[config.mk]
export PLATFORM = sky130hd
export DESIGN_NAME = egd_top
export DESIGN_NICKNAME = d
export VERILOG_FILES = /design/src/common/egd_pkg.sv /design/src/verilog/egd_top.sv
export SDC_FILE = /design/constraint.sdc
export NUM_CORES = 1
export LEC_CHECK = 0
export ABC_AREA = 0
export BUFFER_PORTS_ARGS = -buffer_cell sky130_fd_sc_hd__buf_2
export CAP_MARGIN = 20
export CORE_MARGIN = 2
export CORE_UTILIZATION = 40
export CTS_CLUSTER_DIAMETER = 150
export DETAILED_ROUTE_END_ITERATION = 12
export RECOVER_POWER = 100
export SYNTH_ARGS = -nofsm -noshare
export SYNTH_HDL_FRONTEND = slang
export SYNTH_SLANG_ARGS = --single-unit
[constraint.sdc]
create_clock -name pclk -period 6 [get_ports pclk]
set_clock_uncertainty 0.2 [all_clocks]
set_input_delay 0 -clock pclk [delete_from_list [all_inputs] [get_ports pclk]]
set_output_delay 0 -clock pclk [all_outputs]
set_load 0.01 [all_outputs]
[src/common/egd_pkg.sv]
/*
  Constants for the encoder divider and electronic gear block: register map,
  field positions, reset values and encoder resolutions.
  Assumes a 32-bit APB master and byte addresses on paddr.
*/
// Summary of operation
// - Divider setting is 16 bits, 0 to 65535, default 2048.
// - Encoder counts are scaled by the divider before the divided A/B outputs.
// - Serial divider range is 16-2048 (13-bit) or 16-16384 (16-bit).
// - A 13-bit encoder clamps output to 2048 pulses per revolution.
// - Divider change acts only after a restart, never on the write itself.
// - Quadrature mode ratio is setting over 65536, in four-times counts.
// - Quadrature mode setting zero passes every count through one to one.
// - Each reference pulse moves numerator over denominator encoder counts.
// - Gear numerator ranges 1 to 65535, default 4, position control only.
// - Gear denominator ranges 1 to 65535, default 1, position control only.
// - Gear works in quadrature counts; 2048, 16384, 32768 pulses per revolution.
package egd_pkg;
  // Register byte offsets
  localparam logic [11:0] OFS_DIVIDER = 12'h000;
  localparam logic [11:0] OFS_NUMER = 12'h004;
  localparam logic [11:0] OFS_DENOM = 12'h008;
  localparam logic [11:0] OFS_CONFIG = 12'h00C;
  localparam logic [11:0] OFS_CTRL = 12'h010;
  localparam logic [11:0] OFS_STATUS = 12'h014;
  localparam logic [11:0] OFS_POSITION = 12'h018;
  // Reset values
  localparam logic [15:0] RST_DIVIDER = 16'h0800;
  localparam logic [15:0] RST_NUMER = 16'h0004;
  localparam logic [15:0] RST_DENOM = 16'h0001;
  localparam logic [3:0] RST_CONFIG = 4'h0;
  // Config and control fields
  localparam int CFG_QUAD = 0;
  localparam int CFG_RES_LO = 1;
  localparam int CFG_POS_MODE = 3;
  localparam int CTRL_RESTART = 0;
  // Encoder resolution codes and pulses per revolution
  localparam logic [1:0] RES_13 = 2'h0;
  localparam logic [1:0] RES_16 = 2'h1;
  localparam logic [16:0] PPR_13 = 17'h00800;
  localparam logic [16:0] PPR_16 = 17'h04000;
  localparam logic [16:0] PPR_17 = 17'h08000;
  localparam logic [16:0] DIV_MIN = 17'h00010;
  localparam logic [16:0] QUAD_MODULUS = 17'h10000;
  // Divided output phase, Gray ordered
  typedef enum logic [1:0] {PH0 = 2'h0, PH1 = 2'h1, PH2 = 2'h3, PH3 = 2'h2} egd_phase_type;
endpackage : egd_pkg

[src/verilog/egd_top.sv]
/*
  Encoder output pulse divider and electronic gear with an APB register file.
  Assumes encoder and reference inputs are synchronous to pclk and that the
  reference pulse is a one-cycle strobe per reference count.
*/
`timescale 1ns/100ps
`default_nettype none
module egd_top (
  // APB slave
  input wire logic pclk,
  input wire logic presetn,
  input wire logic psel,
  input wire logic penable,
  input wire logic pwrite,
  input wire logic [11:0] paddr,
  input wire logic [31:0] pwdata,
  output logic [31:0] prdata,
  output logic pready,
  output logic pslverr,
  // Motor encoder quadrature
  input wire logic enc_a,
  input wire logic enc_b,
  // Divided outputs
  output logic divided_phase_a_out,
  output logic divided_phase_a_out_n,
  output logic divided_phase_b_out,
  output logic divided_phase_b_out_n,
  // Reference pulses and geared counts
  input wire logic ref_pulse,
  input wire logic ref_dir,
  output logic gear_step,
  output logic gear_dir,
  output logic gear_busy
);
  logic [15:0] output_pulse_divider;
  logic [15:0] gear_ratio_numerator;
  logic [15:0] gear_ratio_denominator;
  logic [3:0] enc_config;
  logic [15:0] act_divider;
  logic [2:0] act_config;
  logic [31:0] gear_position;
  logic [1:0] enc_prev;
  logic [1:0] enc_move;
  logic [16:0] num_eff;
  logic [16:0] den_eff;
  logic [16:0] ppr;
  logic signed [18:0] acc;
  logic signed [18:0] next_acc;
  logic out_move;
  logic out_up;
  egd_pkg::egd_phase_type phase;
  logic signed [23:0] rem;
  logic signed [23:0] next_rem;
  logic signed [23:0] num_s;
  logic signed [23:0] den_s;
  logic drain_up;
  logic drain_dn;
  logic pos_mode;
  logic wr_en;
  logic setup;
  logic restart;

  // Address decode, shared by write enable and error
  function automatic logic egd_mapped(input logic [11:0] a);
    egd_mapped = (a == egd_pkg::OFS_DIVIDER) || (a == egd_pkg::OFS_NUMER) ||
                 (a == egd_pkg::OFS_DENOM) || (a == egd_pkg::OFS_CONFIG) ||
                 (a == egd_pkg::OFS_CTRL) || (a == egd_pkg::OFS_STATUS) ||
                 (a == egd_pkg::OFS_POSITION);
  endfunction : egd_mapped

  // Quadrature step decode: {valid, up}; forward order 00,10,11,01
  function automatic logic [1:0] egd_quad(input logic [1:0] o, input logic [1:0] n);
    logic [3:0] t;
    t = {o, n};
    case (t)
      4'h2, 4'hB, 4'hD, 4'h4: egd_quad = 2'h3;
      4'h1, 4'h7, 4'hE, 4'h8: egd_quad = 2'h2;
      default: egd_quad = 2'h0;
    endcase
  endfunction : egd_quad

  // Bus handshake: zero wait states
  assign pready = 1'b1;
  assign setup = psel && !penable;
  assign wr_en = psel && penable && pwrite && egd_mapped(paddr);
  assign pslverr = psel && penable && !egd_mapped(paddr);
  assign restart = wr_en && (paddr == egd_pkg::OFS_CTRL) && pwdata[egd_pkg::CTRL_RESTART];
  assign pos_mode = enc_config[egd_pkg::CFG_POS_MODE];

  // Stored settings written by software
  // sixteen bit divider
  always_ff @(posedge pclk or negedge presetn)
  begin
    if (!presetn)
    begin
      output_pulse_divider <= egd_pkg::RST_DIVIDER;
      gear_ratio_numerator <= egd_pkg::RST_NUMER;
      gear_ratio_denominator <= egd_pkg::RST_DENOM;
      enc_config <= egd_pkg::RST_CONFIG;
    end
    else if (wr_en)
    begin
      if (paddr == egd_pkg::OFS_DIVIDER)
        output_pulse_divider <= pwdata[15:0];
      if (paddr == egd_pkg::OFS_NUMER)
        gear_ratio_numerator <= (pwdata[15:0] == 16'h0000) ? 16'h0001 : pwdata[15:0];
      if (paddr == egd_pkg::OFS_DENOM)
        gear_ratio_denominator <= (pwdata[15:0] == 16'h0000) ? 16'h0001 : pwdata[15:0];
      if (paddr == egd_pkg::OFS_CONFIG)
        enc_config <= pwdata[3:0];
    end
  end

  // Working divider settings, reloaded only by a restart
  // restart applies divider
  always_ff @(posedge pclk or negedge presetn)
  begin
    if (!presetn)
    begin
      act_divider <= egd_pkg::RST_DIVIDER;
      act_config <= egd_pkg::RST_CONFIG[2:0];
    end
    else if (restart)
    begin
      act_divider <= output_pulse_divider;
      act_config <= enc_config[2:0];
    end
  end

  // Read data captured in the setup cycle
  always_ff @(posedge pclk or negedge presetn)
  begin
    if (!presetn)
      prdata <= 32'h00000000;
    else if (setup)
    begin
      case (paddr)
        egd_pkg::OFS_DIVIDER: prdata <= {16'h0000, output_pulse_divider};
        egd_pkg::OFS_NUMER: prdata <= {16'h0000, gear_ratio_numerator};
        egd_pkg::OFS_DENOM: prdata <= {16'h0000, gear_ratio_denominator};
        egd_pkg::OFS_CONFIG: prdata <= {28'h0000000, enc_config};
        egd_pkg::OFS_STATUS: prdata <= {12'h000, gear_busy, act_config, act_divider};
        egd_pkg::OFS_POSITION: prdata <= gear_position;
        default: prdata <= 32'h00000000;
      endcase
    end
  end

  // Effective divider ratio num_eff / den_eff
  always_comb
  begin
    case (act_config[2:1])
      egd_pkg::RES_13: ppr = egd_pkg::PPR_13;
      egd_pkg::RES_16: ppr = egd_pkg::PPR_16;
      default: ppr = egd_pkg::PPR_17;
    endcase
    num_eff = {1'b0, act_divider};
    den_eff = ppr;
    if (act_config[egd_pkg::CFG_QUAD])
    begin
      den_eff = egd_pkg::QUAD_MODULUS;
      if (act_divider == 16'h0000)
        num_eff = egd_pkg::QUAD_MODULUS;
    end
    else
    begin
      if (num_eff < egd_pkg::DIV_MIN)
        num_eff = egd_pkg::DIV_MIN;
      else if (num_eff > ppr)
        num_eff = ppr;
    end
  end

  // Input step and divided step
  // scale encoder counts
  assign enc_move = egd_quad(enc_prev, {enc_a, enc_b});
  always_comb
  begin
    next_acc = acc;
    out_move = 1'b0;
    out_up = enc_move[0];
    if (enc_move[1] && enc_move[0])
    begin
      next_acc = acc + $signed({2'b00, num_eff});
      if (next_acc >= $signed({2'b00, den_eff}))
      begin
        next_acc = next_acc - $signed({2'b00, den_eff});
        out_move = 1'b1;
      end
    end
    else if (enc_move[1])
    begin
      next_acc = acc - $signed({2'b00, num_eff});
      if (next_acc < 19'sd0)
      begin
        next_acc = next_acc + $signed({2'b00, den_eff});
        out_move = 1'b1;
      end
    end
  end

  // Encoder history
  always_ff @(posedge pclk or negedge presetn)
  begin
    if (!presetn)
      enc_prev <= 2'h0;
    else
      enc_prev <= {enc_a, enc_b};
  end

  // Divider remainder, cleared on restart
  // divider remainder
  always_ff @(posedge pclk or negedge presetn)
  begin
    if (!presetn)
      acc <= 19'sd0;
    else if (restart)
      acc <= 19'sd0;
    else
      acc <= next_acc;
  end

  // Divided output phase walks the Gray cycle
  always_ff @(posedge pclk or negedge presetn)
  begin
    if (!presetn)
      phase <= egd_pkg::PH0;
    else if (out_move)
    begin
      case (phase)
        egd_pkg::PH0: phase <= out_up ? egd_pkg::PH1 : egd_pkg::PH3;
        egd_pkg::PH1: phase <= out_up ? egd_pkg::PH2 : egd_pkg::PH0;
        egd_pkg::PH2: phase <= out_up ? egd_pkg::PH3 : egd_pkg::PH1;
        egd_pkg::PH3: phase <= out_up ? egd_pkg::PH0 : egd_pkg::PH2;
        default: phase <= egd_pkg::PH0;
      endcase
    end
  end

  // Line driver pairs: A leads B going forward
  always_comb
  begin
    divided_phase_a_out = phase[0];
    divided_phase_b_out = phase[1];
    divided_phase_a_out_n = !divided_phase_a_out;
    divided_phase_b_out_n = !divided_phase_b_out;
  end

  // Gear remainder: add numerator per forward pulse, subtract it per reverse pulse, drain one denominator per cycle
  // gear ratio scaling
  assign num_s = $signed({8'h00, gear_ratio_numerator});
  assign den_s = $signed({8'h00, gear_ratio_denominator});
  assign drain_up = rem >= den_s;
  assign drain_dn = rem <= -den_s;
  assign gear_busy = drain_up || drain_dn;
  always_comb
  begin
    next_rem = rem;
    if (pos_mode && ref_pulse)
      next_rem = ref_dir ? next_rem - num_s : next_rem + num_s;
    if (drain_up)
      next_rem = next_rem - den_s;
    else if (drain_dn)
      next_rem = next_rem + den_s;
  end

  always_ff @(posedge pclk or negedge presetn)
  begin
    if (!presetn)
      rem <= 24'sd0;
    else
      rem <= next_rem;
  end

  // Geared count strobe and position
  always_ff @(posedge pclk or negedge presetn)
  begin
    if (!presetn)
    begin
      gear_step <= 1'b0;
      gear_dir <= 1'b0;
      gear_position <= 32'h00000000;
    end
    else
    begin
      gear_step <= gear_busy;
      if (gear_busy)
      begin
        gear_dir <= drain_dn;
        gear_position <= drain_dn ? gear_position - 32'h00000001 : gear_position + 32'h00000001;
      end
    end
  end
endmodule : egd_top
`default_nettype wire

==> flow_summary_export.csv <==
group,metric,value,unit
pwr,power_density,453,nW/um2
route,first_pass_iters,5,
clocking,path_clk_slew,0.08,ns
worst_hold_path,min_path_type,"input port to flip-flop",
sta,worst_pin_slew,4.37,ns
synthesis,synth.most_common_cell,"nand2_1",
final_layout,areaGrowthSynthToFinish,20.5,%
floorplan,start_util,40.7,%
synthesis,synthArstFlopShare,100,%
pwr,peakVddDrop,0.366,mV
grt,antenna_found_initial,0,
route,drc,0,
place,gp_congestion,0.918,
worst_setup_path,crit_required,6.18,ns
worst_setup_path,cp_slowest_cell,"mux2_4",
worst_setup_path,crit_path_end_kind,"flip-flop",
floorplan,die_y,206,um
floorplan,die-area,42300,um2
route,vias,15508,
worst_setup_path,cp_top_family,"compound AO/OA/AOI/OAI gates",
grt,grt_first_pass_wirelength,80.7,mm
clocking,h-tree-depth,4,
synthesis,ys_seq_elements,184,
route,viasPerCell,5.78,
synthesis,synth_area_per_cell,8.37,um2
place,placed_area,18200,um2
synthesis,synth_nets,2177,
route,ant_nets,0,
worst_setup_path,path_buf_inv,1,
floorplan,core_area,39900,um2
place,dp_slack,-0.213,ns
sta,setup_ws,0.0313,ns
sta,min_period_over_period,99.5,%
place,dpl.cell_count,2609,
synthesis,synth_edf_count,0,
run_status,status,"finished, violations left",
place,port_buffers,76,
route,wl_per_cell,19.3,um
worst_setup_path,critical_path_class,"flip-flop to flip-flop",
clocking,clock_latency,0.46,ns
floorplan,num_rows,73,
worst_setup_path,max_stage_delay,0.42,ns
run_status,violations,"max-capacitance violations, max-slew violations",
grt,grt_use_total,24.2,%
floorplan,ios,94,
synthesis,synth_cells,1941,
run,max_cap_violations,5,
synthesis,synth_area,16300,um2
synthesis,synth_top_area_share,27.7,%
final_layout,layout-drive-gt1-share,18.4,%
clocking,cts_buffer_depth,2,
synthesis,synth_ff_type,"dfrtp_1",
sta,rsz0062_at_grt,"true",
synthesis,synth_top_cell_by_area,"dfrtp_1",
sta,fin_crit,5.97,ns
sta,setup_viol,0,
synthesis,yosysWarningCount,0,
synthesis,synth.distinct_cells,87,
final_layout,design_area,19600,um2
final_layout,final_util,49.1,%
clocking,cts_root_buf,"clkbuf_16",
pwr,power.leakage,8.73,nW
synthesis,yosysSeqAreaShare,28.4,%
clocking,cts_buffers,17,
worst_setup_path,cpMostUsedCell,"nand2_1",
clocking,cts_sinks,184,
worst_setup_path,crit_arrival,6.15,ns
route,drtIter0Drc,1103,
sta,hold_ws,0.0107,ns
final_layout,final_nets,2381,
grt,grt_overflow_total,0,
grt,grt_max_degree,75,
worst_setup_path,cp-start-kind,"flip-flop",
final_layout,stdcell_count,2683,
route,routed_wl,51.9,mm
sta,slew_headroom,-191,%
sta,max_freq,168,MHz
place,dp.final_hpwl,38.8,mm
sta,final-max-slew-violation-count,259,
synthesis,synthTopCellsByArea,"dfrtp_1 28%, ha_1 14%, nand2_1 5.8%",
sta,hold_violations,0,
synthesis,synthTopCellsByCount,"250 x nand2_1, 180 x dfrtp_1, 177 x ha_1",
clocking,cts_tree,"built",
floorplan,die_x,206,um
worst_setup_path,cp_max_fo,7,
grt,grt_pass1_vias,14942,
routing by layer:
layer	vias to the layer above	GRT usage [%]	routed length, um
met4	0	6.45	1060
met3	59	3.52	2290
met5	-	0	0
met2	395	40.8	25100
met1	7576	32.4	23500
li1	7478	-	-
worst paths after layout:
check / from / slack [ns] / cells after the start / to
worst max-delay path: gear_ratio_denominator[2] / 0.03 / 27 / gear_position[31]
worst min-delay path: psel / 0.01 / 5 / prdata[2]
worst max register to register: gear_ratio_denominator[2] / 0.03 / 27 / gear_position[31]
worst min register to register: prdata[6] / 0.28 / 1 / prdata[6]
max in group asynchronous: presetn / 0.82 / 4 / phase[1]
min in group asynchronous: presetn / 1.71 / 4 / prdata[28]
kinds of logic (layout without fill, tap and decap cells):
logic type	Yosys count	count (layout)	synth area share, %
buffers and inverters	176	391	4.13
AOI/OAI and AO/OA	603	603	24.6
DFF	184	184	28.4
other	1	2	0.0231
adders and majority gates	183	183	14.4
and+or+nand+nor	621	621	18.1
muxes	63	64	4.36
xor gates and xnor gates	110	110	6.01
worst register-to-register path, stage by stage (launching register included):
cell and delay (ns):
dfrtp_1 0.40, nor2_2 0.15, nand3_2 0.12, nor4_4 0.16, nand2_1 0.13, nor4_2 0.20, nand2_1 0.15, o41ai_2 0.22
o21ai_1 0.10, ha_1 0.30, nand2_1 0.09, nor3b_4 0.26, o311ai_2 0.17, nand3_2 0.15, mux2_4 0.43, buf_12 0.20
ha_4 0.27, o21a_1 0.12, nor2_2 0.05, a311oi_2 0.26, o21a_1 0.17, o31a_1 0.15, nor4_2 0.06, o31a_1 0.32
a211o_1 0.33, o211a_1 0.26, a2111oi_4 0.34, xnor2_1 0.15
stage by stage:
| stage | power (W) | TNS [ns] |
|---|---|---|
| after global placement | 0.00708 | 0 |
| after detailed placement | 0.00719 | -0.213 |
| after global routing | 0.00964 | -13.29 |
| after floorplan | 0.00562 | -0.0587 |
| final | 0.00888 | 0 |
| after CTS | 0.00845 | 0 |
layout by cell type, fill, tap and decap left out, types with 27 or more instances in the layout:
master	synthesis	routed
a21o_1	53	53
a21oi_1	159	144
buf_2	6	34
buf_4	1	146
clkbuf_1	66	49
dfrtp_1	180	180
dlygate4sd3_1	0	27
ha_1	177	160
inv_1	96	95
mux2_2	52	50
nand2_1	250	249
nand2b_1	32	32
nor2_1	121	113
nor3_1	45	39
o21ai_0	131	119
xnor2_1	71	70
xor2_1	38	37
flip-flops by register name (all words and copies together) (netlist names):
name	flops
acc	19
act_config	3
act_divider	16
enc_config	4
enc_prev	2
gear_dir	1
gear_position	32
gear_ratio_denominator	16
gear_ratio_numerator	16
gear_step	1
output_pulse_divider	16
phase	2
prdata	32
rem	24
what timing repair did:
action                                  4_1_cts  5_1_grt
endpoints found under the setup margin        2       24
pin swaps                                     1       46
endpoints found under the hold margin       129        0
cloned                                        0        2
gates resized for setup                       8      102
setup buffers                                 0       11
hold buffers                                 28        0
final cells by class:
type                            instances  area, um2
Multi-Input combinational cell       1582      11600
Tap cell                              525        657
Clock inverter                         13        138
Timing Repair Buffer                  263       1820
Inverter                               97        364
Clock buffer                           18        439
Fill cell                            3866      20300
Antenna cell                            1       2.50
Sequential cell                       184       4610
report_power, final:
part           switching, W  internal [W]  leakage (nW)  total (W)
Sequential         0.000332       0.00153          2.35    0.00187
Clock              0.000571      0.000594         0.280    0.00117
Combinational       0.00315       0.00270          6.10    0.00585
Note: power is estimated with default switching activity, not from simulation.
